## config.mk

```make
export PLATFORM = sky130hd
export DESIGN_NAME = ods_status_fsm
export DESIGN_NICKNAME = d
export VERILOG_FILES = /design/src/ods_pkg.sv /design/src/ods_tb_if.sv /design/src/ods_status_fsm.sv /design/src/ods_timebase.sv
export SDC_FILE = /design/constraint.sdc
export NUM_CORES = 1
export LEC_CHECK = 0
export ABC_AREA = 1
export ABC_CLOCK_PERIOD_IN_PS = 1450
export BUFFER_PORTS_ARGS = -buffer_cell sky130_fd_sc_hd__clkbuf_2
export CORE_MARGIN = 2
export CORE_UTILIZATION = 54
export CTS_CLUSTER_DIAMETER = 30
export DETAILED_ROUTE_END_ITERATION = 16
export PLACE_DENSITY = 0.76
export SYNTH_ARGS = -nofsm -noshare
export SYNTH_HDL_FRONTEND = slang
export SYNTH_SLANG_ARGS = --single-unit
```

## constraint.sdc

```tcl
create_clock -name i_clk -period 1.45 [get_ports i_clk]
set_input_delay 0.435 -clock i_clk [delete_from_list [all_inputs] [get_ports i_clk]]
set_output_delay 0.435 -clock i_clk [all_outputs]
set_load 0.005 [all_outputs]
```

## src/ods_pkg.sv

```systemverilog
// =============================================
// Shared constants for the discipline controller
package ods_pkg;

	// =============================================
	// Timebase
	localparam int CLK_PERIOD_NS = 100;
	localparam longint SEC_NS = 64'h3B9ACA00;
	localparam int TICK_CYCLES = int'(SEC_NS / CLK_PERIOD_NS);
	localparam int FAST_DIV = 8;

	// =============================================
	// Coast alarm and survey
	localparam int COAST_MINUTES = 60;
	localparam int COAST_SECONDS = COAST_MINUTES * 60;
	localparam int SURVEY_MEAS = 10000;

	// =============================================
	// Settings and reset values
	localparam logic [2:0] BAUD_1200 = 3'h0;
	localparam logic [2:0] BAUD_2400 = 3'h1;
	localparam logic [2:0] BAUD_4800 = 3'h2;
	localparam logic [2:0] BAUD_9600 = 3'h3;
	localparam logic [2:0] BAUD_19200 = 3'h4;
	localparam logic [2:0] BAUD_38400 = 3'h5;
	localparam logic [2:0] BAUD_RESET = BAUD_9600;
	localparam logic TMODE_DYNAMIC = 1'h0;
	localparam logic TMODE_STATIC = 1'h1;
	localparam logic TMODE_RESET = TMODE_DYNAMIC;

	// =============================================
	// Mode codes and status bit positions
	localparam logic [2:0] MODE_CODE_WARM = 3'h1;
	localparam logic [2:0] MODE_CODE_CTUNE = 3'h2;
	localparam logic [2:0] MODE_CODE_CHOLD = 3'h3;
	localparam logic [2:0] MODE_CODE_FTUNE = 3'h4;
	localparam logic [2:0] MODE_CODE_FHOLD = 3'h5;
	localparam int STAT_VALID_BIT = 0;
	localparam int STAT_ALARM_BIT = 1;

	// =============================================
	// Pin synchroniser slots
	localparam int PIN_OVEN = 0;
	localparam int PIN_ANT = 1;
	localparam int PIN_OUTF = 2;
	localparam int PIN_VCXO = 3;
	localparam int PIN_N = 4;

	typedef enum logic [2:0] {
		ODS_WARM,
		ODS_CTUNE,
		ODS_CHOLD,
		ODS_FTUNE,
		ODS_FHOLD
	} ods_mode_type;

endpackage

```

## src/ods_tb_if.sv

```systemverilog
`timescale 1ns/1ps
// =============================================
// Timebase carrier between timebase and controller
interface ods_tb_if;
	logic tick;
	logic flash_slow;
	logic flash_fast;
	modport src (output tick, output flash_slow, output flash_fast);
	modport snk (input tick, input flash_slow, input flash_fast);
endinterface

```

## src/ods_status_fsm.sv

```systemverilog
`timescale 1ns/1ps
// Function
// Valid after warm-up enters coarse tuning
// Coarse done enters fine tuning, ready
// Time valid: ready flashes, alarm off
// Time functions and pps gated by valid
// Crystal variant ready at valid, no tuning
// Warm-up applies no tuning
// Error in coarse: hold, reset tuning
// Error in fine: hold, both flash
// Report phase lock to pps
// Static mode valid while satellite tracked
// Survey averages 10000 fixes, goes static
// Valid shown in status, response, indicators
// Coast in coarse: ready off, alarm flashes
// Coast in fine: alarm and ready flash
// Sixty minutes coast raises coast alarm
// Coast with fault flashes power
// Coast alarm cleared when valid regained
// Leave coast when timing data returns
// Baud rates six choices, default 9600
// Timing mode static/dynamic, default dynamic
// Valid needs fix and utc offset
// Power-up fast flash, then power, alarm
// Mode as 3-bit code 1 to 5
// All flashing from one timebase
module ods_status_fsm #(
	parameter int TICK_CYCLES = ods_pkg::TICK_CYCLES,
	parameter int COAST_SECONDS = ods_pkg::COAST_SECONDS,
	parameter int SURVEY_MEAS = ods_pkg::SURVEY_MEAS,
	parameter int SAT_W = 4
) (
	input wire logic i_clk,
	input wire logic i_rst_b,
	input wire logic i_oven_ready,
	input wire logic i_ant_fault,
	input wire logic i_out_fault,
	input wire logic i_vcxo_variant,
	input wire logic i_fix_valid,
	input wire logic i_utc_offset_rcvd,
	input wire logic i_timing_ok,
	input wire logic [SAT_W-1:0] i_sats_tracked,
	input wire logic i_coarse_done,
	input wire logic i_phase_locked,
	input wire logic i_survey_req,
	input wire logic i_pos_meas,
	input wire logic i_set_timing_mode,
	input wire logic i_timing_static,
	input wire logic i_set_baud,
	input wire logic [2:0] i_baud_sel,
	output logic [2:0] o_osc_mode,
	output logic o_time_valid,
	output logic o_coast,
	output logic o_coast_alarm,
	output logic o_alarm_out,
	output logic o_ref_ready,
	output logic o_tune_en,
	output logic o_tune_reset,
	output logic o_holdover,
	output logic o_phase_locked,
	output logic o_time_funcs_en,
	output logic o_pps_locked,
	output logic [1:0] o_msg_status,
	output logic o_timing_static,
	output logic o_surveying,
	output logic [2:0] o_baud_sel,
	output logic o_led_ready,
	output logic o_led_alarm,
	output logic o_led_power
);
	localparam int CW = $clog2(COAST_SECONDS + 1);
	localparam int MW = $clog2(SURVEY_MEAS + 1);

	generate
		if (COAST_SECONDS < 1 || SURVEY_MEAS < 1 || SAT_W < 1)
		begin : g_chk
			$error("Counts and widths must be at least one");
		end
	endgenerate

	ods_tb_if tb ();

	ods_timebase #(
		.TICK_CYCLES(TICK_CYCLES)
	) u_tb (
		.i_clk(i_clk),
		.i_rst_b(i_rst_b),
		.tb(tb.src)
	);

	// =============================================
	// Pin synchronisers
	logic [ods_pkg::PIN_N-1:0] pin_s1_q;
	logic [ods_pkg::PIN_N-1:0] pin_s2_q;
	logic [ods_pkg::PIN_N-1:0] pins;

	assign pins = {i_vcxo_variant, i_out_fault, i_ant_fault, i_oven_ready};

	always_ff @(posedge i_clk)
	begin
		if (!i_rst_b)
		begin
			pin_s1_q <= '0;
			pin_s2_q <= '0;
		end
		else
		begin
			pin_s1_q <= pins;
			pin_s2_q <= pin_s1_q;
		end
	end

	logic oven_ok;
	logic hw_fault;
	logic vcxo;

	assign oven_ok = pin_s2_q[ods_pkg::PIN_OVEN];
	assign hw_fault = pin_s2_q[ods_pkg::PIN_ANT] | pin_s2_q[ods_pkg::PIN_OUTF];
	assign vcxo = pin_s2_q[ods_pkg::PIN_VCXO];

	// =============================================
	// Timing mode, survey and baud settings
	logic static_q;
	logic survey_q;
	logic [MW-1:0] meas_q;
	logic [2:0] baud_q;

	always_ff @(posedge i_clk)
	begin
		if (!i_rst_b)
		begin
			static_q <= ods_pkg::TMODE_RESET;
			survey_q <= 1'b0;
			meas_q <= '0;
		end
		// Direct mode write
		else if (i_set_timing_mode)
		begin
			static_q <= i_timing_static;
			survey_q <= 1'b0;
		end
		else if (i_survey_req && !static_q)
		begin
			survey_q <= 1'b1;
			meas_q <= '0;
		end
		// Count fixes, switch static
		else if (survey_q && i_pos_meas)
		begin
			if (meas_q == MW'(SURVEY_MEAS - 1))
			begin
				static_q <= ods_pkg::TMODE_STATIC;
				survey_q <= 1'b0;
			end
			else
				meas_q <= meas_q + MW'(1);
		end
	end

	always_ff @(posedge i_clk)
	begin
		if (!i_rst_b)
			baud_q <= ods_pkg::BAUD_RESET;
		// Legal codes only
		else if (i_set_baud && i_baud_sel <= ods_pkg::BAUD_38400)
			baud_q <= i_baud_sel;
	end

	// =============================================
	// Time valid and coast
	logic avail;
	logic tv_q;
	logic ever_q;
	logic coast;

	// Static needs one satellite
	assign avail = static_q ? (i_sats_tracked != '0) : i_timing_ok;

	always_ff @(posedge i_clk)
	begin
		if (!i_rst_b)
			tv_q <= 1'b0;
		// Fix and utc offset
		else if (!tv_q)
			tv_q <= i_fix_valid && i_utc_offset_rcvd && avail;
		// Hold while timing flows
		else
			tv_q <= avail;
	end

	always_ff @(posedge i_clk)
	begin
		if (!i_rst_b)
			ever_q <= 1'b0;
		else if (tv_q)
			ever_q <= 1'b1;
	end

	assign coast = ever_q && !tv_q;

	// =============================================
	// Coast alarm timer
	logic [CW-1:0] coast_cnt_q;
	logic alarm_q;

	always_ff @(posedge i_clk)
	begin
		if (!i_rst_b || !coast)
			coast_cnt_q <= '0;
		else if (tb.tick && coast_cnt_q != CW'(COAST_SECONDS))
			coast_cnt_q <= coast_cnt_q + CW'(1);
	end

	always_ff @(posedge i_clk)
	begin
		if (!i_rst_b)
			alarm_q <= 1'b0;
		// Clear on valid
		else if (tv_q)
			alarm_q <= 1'b0;
		// Sixty continuous minutes
		else if (coast && tb.tick && coast_cnt_q == CW'(COAST_SECONDS - 1))
			alarm_q <= 1'b1;
	end

	// =============================================
	// Oscillator mode machine
	ods_pkg::ods_mode_type st_q;
	logic tune_rst_q;

	always_ff @(posedge i_clk)
	begin
		if (!i_rst_b)
			st_q <= ods_pkg::ODS_WARM;
		else
		begin
			unique case (st_q)
				// Valid after warm-up
				ods_pkg::ODS_WARM:
					if (!vcxo && oven_ok && tv_q)
						st_q <= ods_pkg::ODS_CTUNE;
				// Lost timing holds
				ods_pkg::ODS_CTUNE:
					if (!tv_q)
						st_q <= ods_pkg::ODS_CHOLD;
					else if (i_coarse_done)
						st_q <= ods_pkg::ODS_FTUNE;
				ods_pkg::ODS_CHOLD:
					if (tv_q)
						st_q <= ods_pkg::ODS_CTUNE;
				// Lost timing holds
				ods_pkg::ODS_FTUNE:
					if (!tv_q)
						st_q <= ods_pkg::ODS_FHOLD;
				ods_pkg::ODS_FHOLD:
					if (tv_q)
						st_q <= ods_pkg::ODS_FTUNE;
			endcase
		end
	end

	always_ff @(posedge i_clk)
	begin
		if (!i_rst_b)
			tune_rst_q <= 1'b0;
		// Reset stored tuning
		else
			tune_rst_q <= (st_q == ods_pkg::ODS_CTUNE) && !tv_q;
	end

	function automatic logic [2:0] mode_code(ods_pkg::ods_mode_type s);
		unique case (s)
			ods_pkg::ODS_WARM: mode_code = ods_pkg::MODE_CODE_WARM;
			ods_pkg::ODS_CTUNE: mode_code = ods_pkg::MODE_CODE_CTUNE;
			ods_pkg::ODS_CHOLD: mode_code = ods_pkg::MODE_CODE_CHOLD;
			ods_pkg::ODS_FTUNE: mode_code = ods_pkg::MODE_CODE_FTUNE;
			ods_pkg::ODS_FHOLD: mode_code = ods_pkg::MODE_CODE_FHOLD;
		endcase
	endfunction

	logic ref_ready;
	logic in_fine;

	assign in_fine = st_q == ods_pkg::ODS_FTUNE;
	// Ready in fine or crystal variant
	assign ref_ready = tv_q && (vcxo || in_fine);

	// =============================================
	// Front-panel indicators
	logic powerup_q;
	logic led_ready_q;
	logic led_alarm_q;
	logic led_power_q;
	logic led_ready_d;
	logic led_alarm_d;
	logic led_power_d;

	always_ff @(posedge i_clk)
	begin
		if (!i_rst_b)
			powerup_q <= 1'b1;
		else if (tb.tick)
			powerup_q <= 1'b0;
	end

	always_comb
	begin
		// One shared flash source
		led_power_d = 1'b1;
		led_alarm_d = 1'b1;
		led_ready_d = 1'b0;
		// Power-up flash
		if (powerup_q)
		begin
			led_power_d = tb.flash_fast;
			led_alarm_d = tb.flash_fast;
			led_ready_d = tb.flash_fast;
		end
		else
		begin
			// Fault during coast
			if (coast && hw_fault)
				led_power_d = tb.flash_slow;
			// Alarm steady, ready off
			if (alarm_q)
			begin
				led_alarm_d = 1'b1;
				led_ready_d = 1'b0;
			end
			// Coast indication
			else if (coast)
			begin
				led_alarm_d = tb.flash_slow;
				led_ready_d = (in_fine || st_q == ods_pkg::ODS_FHOLD)
					? tb.flash_slow : 1'b0;
			end
			// Valid indication
			else if (tv_q)
			begin
				led_alarm_d = 1'b0;
				led_ready_d = ref_ready ? 1'b1 : tb.flash_slow;
			end
		end
	end

	always_ff @(posedge i_clk)
	begin
		if (!i_rst_b)
		begin
			led_ready_q <= 1'b0;
			led_alarm_q <= 1'b0;
			led_power_q <= 1'b0;
		end
		else
		begin
			led_ready_q <= led_ready_d;
			led_alarm_q <= led_alarm_d;
			led_power_q <= led_power_d;
		end
	end

	// =============================================
	// Outputs
	// Mode code 1 to 5
	assign o_osc_mode = mode_code(st_q);
	assign o_time_valid = tv_q;
	assign o_coast = coast;
	assign o_coast_alarm = alarm_q;
	assign o_alarm_out = alarm_q;
	assign o_ref_ready = ref_ready;
	// Tune only in tuning modes
	assign o_tune_en = tv_q && (in_fine || st_q == ods_pkg::ODS_CTUNE);
	assign o_tune_reset = tune_rst_q;
	assign o_holdover = st_q == ods_pkg::ODS_FHOLD;
	// Phase lock report
	assign o_phase_locked = in_fine && tv_q && i_phase_locked;
	// Gated by time valid
	assign o_time_funcs_en = tv_q;
	assign o_pps_locked = tv_q;
	// Status byte bits
	assign o_msg_status[ods_pkg::STAT_VALID_BIT] = tv_q;
	assign o_msg_status[ods_pkg::STAT_ALARM_BIT] = alarm_q;
	assign o_timing_static = static_q;
	assign o_surveying = survey_q;
	assign o_baud_sel = baud_q;
	assign o_led_ready = led_ready_q;
	assign o_led_alarm = led_alarm_q;
	assign o_led_power = led_power_q;
endmodule

```

## src/ods_timebase.sv

```systemverilog
`timescale 1ns/1ps
// =============================================
// Common divided timebase for ticks and flashing
module ods_timebase #(
	parameter int TICK_CYCLES = ods_pkg::TICK_CYCLES
) (
	input wire logic i_clk,
	input wire logic i_rst_b,
	ods_tb_if.src tb
);
	localparam int FAST_CYCLES = TICK_CYCLES / (2 * ods_pkg::FAST_DIV);
	localparam int W = $clog2(TICK_CYCLES + 1);

	generate
		if (FAST_CYCLES < 1)
		begin : g_chk
			$error("TICK_CYCLES too small for fast flash");
		end
	endgenerate

	logic [W-1:0] sec_q;
	logic [W-1:0] fcnt_q;
	logic tick_q;
	logic slow_q;
	logic fast_q;

	// =============================================
	// One second divider
	always_ff @(posedge i_clk)
	begin
		if (!i_rst_b)
		begin
			sec_q <= '0;
			tick_q <= 1'b0;
		end
		else if (sec_q == W'(TICK_CYCLES - 1))
		begin
			sec_q <= '0;
			tick_q <= 1'b1;
		end
		else
		begin
			sec_q <= sec_q + W'(1);
			tick_q <= 1'b0;
		end
	end

	// =============================================
	// Slow and fast flash phases
	always_ff @(posedge i_clk)
	begin
		if (!i_rst_b)
			slow_q <= 1'b1;
		else
			slow_q <= sec_q < W'(TICK_CYCLES / 2);
	end

	always_ff @(posedge i_clk)
	begin
		if (!i_rst_b)
		begin
			fcnt_q <= '0;
			fast_q <= 1'b1;
		end
		else if (fcnt_q == W'(FAST_CYCLES - 1))
		begin
			fcnt_q <= '0;
			fast_q <= !fast_q;
		end
		else
			fcnt_q <= fcnt_q + W'(1);
	end

	assign tb.tick = tick_q;
	assign tb.flash_slow = slow_q;
	assign tb.flash_fast = fast_q;
endmodule
```

==> metrics.csv <==
metric;value;unit
status;finished with violations;
failing checks;negative setup slack;
setup-violating endpoint count in the final report;32;
WP data arrival;1250;ps
top-area cell type share of the netlist area;38.8;%
transition at the pin with the smallest max-transition slack;394;ps
post-route insts no fill;1036;
proportion of register bits with asynchronous set or reset after synthesis;0;%
clock input transition at the sequential cells of the worst setup and hold paths;100;ps
total power consumption of the routed design;5550;µW
antenna violations before repair;0;
launch point of the worst path;st_q[0]$_SDFFE_PN0P_;
hold bufs inserted after CTS;0;
Synth Area in Compound Gates;8.75;%
I/O pins;47;
summed negative setup slack over all endpoints;-3020;ps
Commonest cells post-synth;206 x sky130_fd_sc_hd__nand2_1, 135 x sky130_fd_sc_hd__nor2_1, 101 x sky130_fd_sc_hd__dfxtp_1, 94 x sky130_fd_sc_hd__inv_1, 49 x sky130_fd_sc_hd__a21oi_1;
number of remaining DRC errors;0;
worst-skew pair later-pin latency;370;ps
core area;0.00928;mm²
fraction of layout instances using a drive strength above 1;28.4;%
kind of path behind the tightest hold check;primary input to flop;
MaxCap Viol Count;0;
weighted congestion reported at the end of routability-driven placement;0.901;
pwr dens;806;mW/mm²
fill cell instance count of the final layout;691;
yosys synthesis warning count;0;
worst rel slew slack;73.8;%
Overflow after GRT;0;
hold_sp;i_out_fault;
area overhead of the layout relative to synthesis;32.1;%
xor-xnor portion of the synthesized cell area;4.54;%
horizontal die dimension;102;µm
FF+latch count, synth;101;
slack of the critical path;-233;ps
area of the mapped netlist;0.00520;mm²
ratio of routed vias to standard cells;5.30;
Routed Wire Length;14000;µm
cts bufs inserted;9;
largest stage delay on the critical path;390;ps
register area share after synthesis;38.8;%
clock root buffer master;sky130_fd_sc_hd__clkbuf_8;
R2R cell count;9;
clock period minus worst slack;1680;ps
number of DRC markers in iteration 0;249;
overall routing resource usage;24.8;%
count of nets after finishing;930;
kind of start point of the critical path;flop;
largest net degree at the start of global routing;25;
Final Max Tran Viols;0;
Mapped Nets;816;
number of global-route vias before repair;4937;
Post-Synth Simple-Gate Area;37.5;%
Pleak;0.00267;µW
worst IR drop on VDD;0.807;mV
smallest hold slack;247;ps
Syn Inst Count;788;
number of library cell types mapped by synthesis;32;
area leader, netlist;sky130_fd_sc_hd__dfxtp_1;
reg-to-reg critical path endpoint;u_tb.sec_q[10]$_SDFF_PP0_;
multiplexer fraction of the synthesized cell area;0;%
destination of the worst hold path;pin_s1_q[2]$_SDFF_PN0_;
clock tree from TritonCTS;built;
number of sinks driven by the clock tree;101;
share of synthesized cell area in full adder, half adder and majority cells;1.20;%
Worst Clk Skew;9.37;ps
number of placed instances, taps included;998;
dominant combinational cell family by area after synthesis;simple AND/OR/NAND/NOR gates;
Reg2Reg Launch Point;u_tb.sec_q[0]$_SDFF_PP0_;
Max Freq;594;MHz
number of synthesized flops with an enable pin;0;
critical path endpoint category;output pin;
Rows;35;
required arrival time at the worst endpoint;1020;ps
final antenna diode count;0;
post-detailed-route count of antenna-violating nets;0;
area of placed instances;0.00594;mm²
Hold Crit Depth;3;
average cell area after synthesis;6.61;µm²
maximum count of clock buffers along a single path;2;
count of vias placed by the detailed router;5493;
final hold vios;0;
Pre-antenna DRT Iters;5;
Area contributors post-synth;sky130_fd_sc_hd__dfxtp_1 39%, sky130_fd_sc_hd__nand2_1 15%, sky130_fd_sc_hd__nor2_1 9.7%, sky130_fd_sc_hd__inv_1 6.8%, sky130_fd_sc_hd__a21oi_1 4.7%;
height of the chip;102;µm
dominant cell by count in the synthesized netlist;sky130_fd_sc_hd__nand2_1;
Layout Cell Area excl Fill;0.00688;mm²
effective utilization at floorplan;56.1;%
die outline area;0.0104;mm²
Clock H-tree levels;3;
wire per inst;13.5;µm
global-route wire length before repair;21100;µm
Max Fanout on Critical Path;4;
setup repair after global routing missed its margin;yes;
worst path cell trace;nor2_2 -> nand2_2 -> inv_1 -> clkbuf_2;
Crit Path Class;flop to output pin;
dominant synthesized flop cell;sky130_fd_sc_hd__dfxtp_1;
R2R setup slack;-90;ps
half-perimeter wire length after detailed placement;9230;µm
IO Port Bufs;46;
library cell contributing the largest single delay on the critical path;sky130_fd_sc_hd__dfxtp_4;
post-route clock period utilization;116;%
## through the flow
step           utilization [%]  setup slack (ps)
4_1_cts                   67.9              -185
3_3_place_gp              63.9              14.4
2_1_floorplan                -              19.2
6_report                  74.1              -233
5_1_grt                   74.1              -295
3_5_place_dp              63.9             -7.10
## cells in the final DEF (no fill, tap or decap), types with 21 or more instances in the layout
master	n
sky130_fd_sc_hd__nand2_1	192
sky130_fd_sc_hd__dfxtp_1	76
sky130_fd_sc_hd__o21ai_0	22
sky130_fd_sc_hd__inv_1	84
sky130_fd_sc_hd__clkbuf_2	38
sky130_fd_sc_hd__buf_4	63
sky130_fd_sc_hd__nor2_2	21
sky130_fd_sc_hd__nor2_1	107
sky130_fd_sc_hd__a21oi_1	36
sky130_fd_sc_hd__nand3_1	36
sky130_fd_sc_hd__nand4_1	28
sky130_fd_sc_hd__xor2_1	21
## where the power goes
part	switching (µW)	internal [µW]
Combinational	394	328
Sequential	93.3	2850
Clock	974	903
## state kept, by name, summed over array words and instances, names as in the netlist, 3 cells and up
| register | cells |
|---|---|
| coast_cnt_q | 12 |
| u_tb.sec_q | 24 |
| st_q | 3 |
| pin_s2_q | 4 |
| meas_q | 14 |
| pin_s1_q | 4 |
| o_baud_sel | 3 |
| u_tb.fcnt_q | 24 |
## layer usage
layer	share of wire, %	GRT usage (%)	wire [µm]	up-vias
li1	-	-	-	2744
met1	42	31.2	5860	2534
met2	50	41.9	7050	172
met3	4.8	5.06	676	43
met4	3.1	9.85	431	0
met5	0	0	0	-
## repair_timing
item,4_1_cts,5_1_grt
endpoints found under the setup margin,26,87
pin swaps,4,14
buffers inserted,4,12
gates resized for setup,39,116
gates cloned,1,5
## worst max-delay path, delay by kind of cell (launching register included)
family	cells	cell delay [ps]
buffers and inverters	2	230
flip-flops	1	390
AND/OR/NAND/NOR	2	260
## logic make-up (layout without fill, tap and decap cells)
family                   Yosys count  count (layout)
adder cells (fa/ha/maj)            5               5
AO/OA/AOI/OAI                     85              85
AND/OR/NAND/NOR                  456             456
flip-flops                       101             101
XOR/XNOR                          27              27
buffers and inverters            114             233
## worst max path at each step
stage	end	slack, ps	depth (start not counted)
floorplan	meas_q[13]$_SDFFE_PN0P_	20	9
global placement	u_tb.sec_q[19]$_SDFF_PP0_	10	7
detailed placement	u_tb.sec_q[19]$_SDFF_PP0_	-7	7
CTS	o_holdover	-190	4
global route	o_ref_ready	-300	6
finish	o_holdover	-230	4
## area by class of cell
class                      instances  area, µm²  area share (%)
multi-input combinational        573       3100            45.1
clock buffer                      12        155            2.26
inverter                          96        373            5.42
clock inverter                     4       55.1           0.801
tap                              129        161            2.35
sequential                       101       2070            30.1
timing repair buffer             121        961            14.0
No activity file was read; power rests on OpenSTA's default activity.
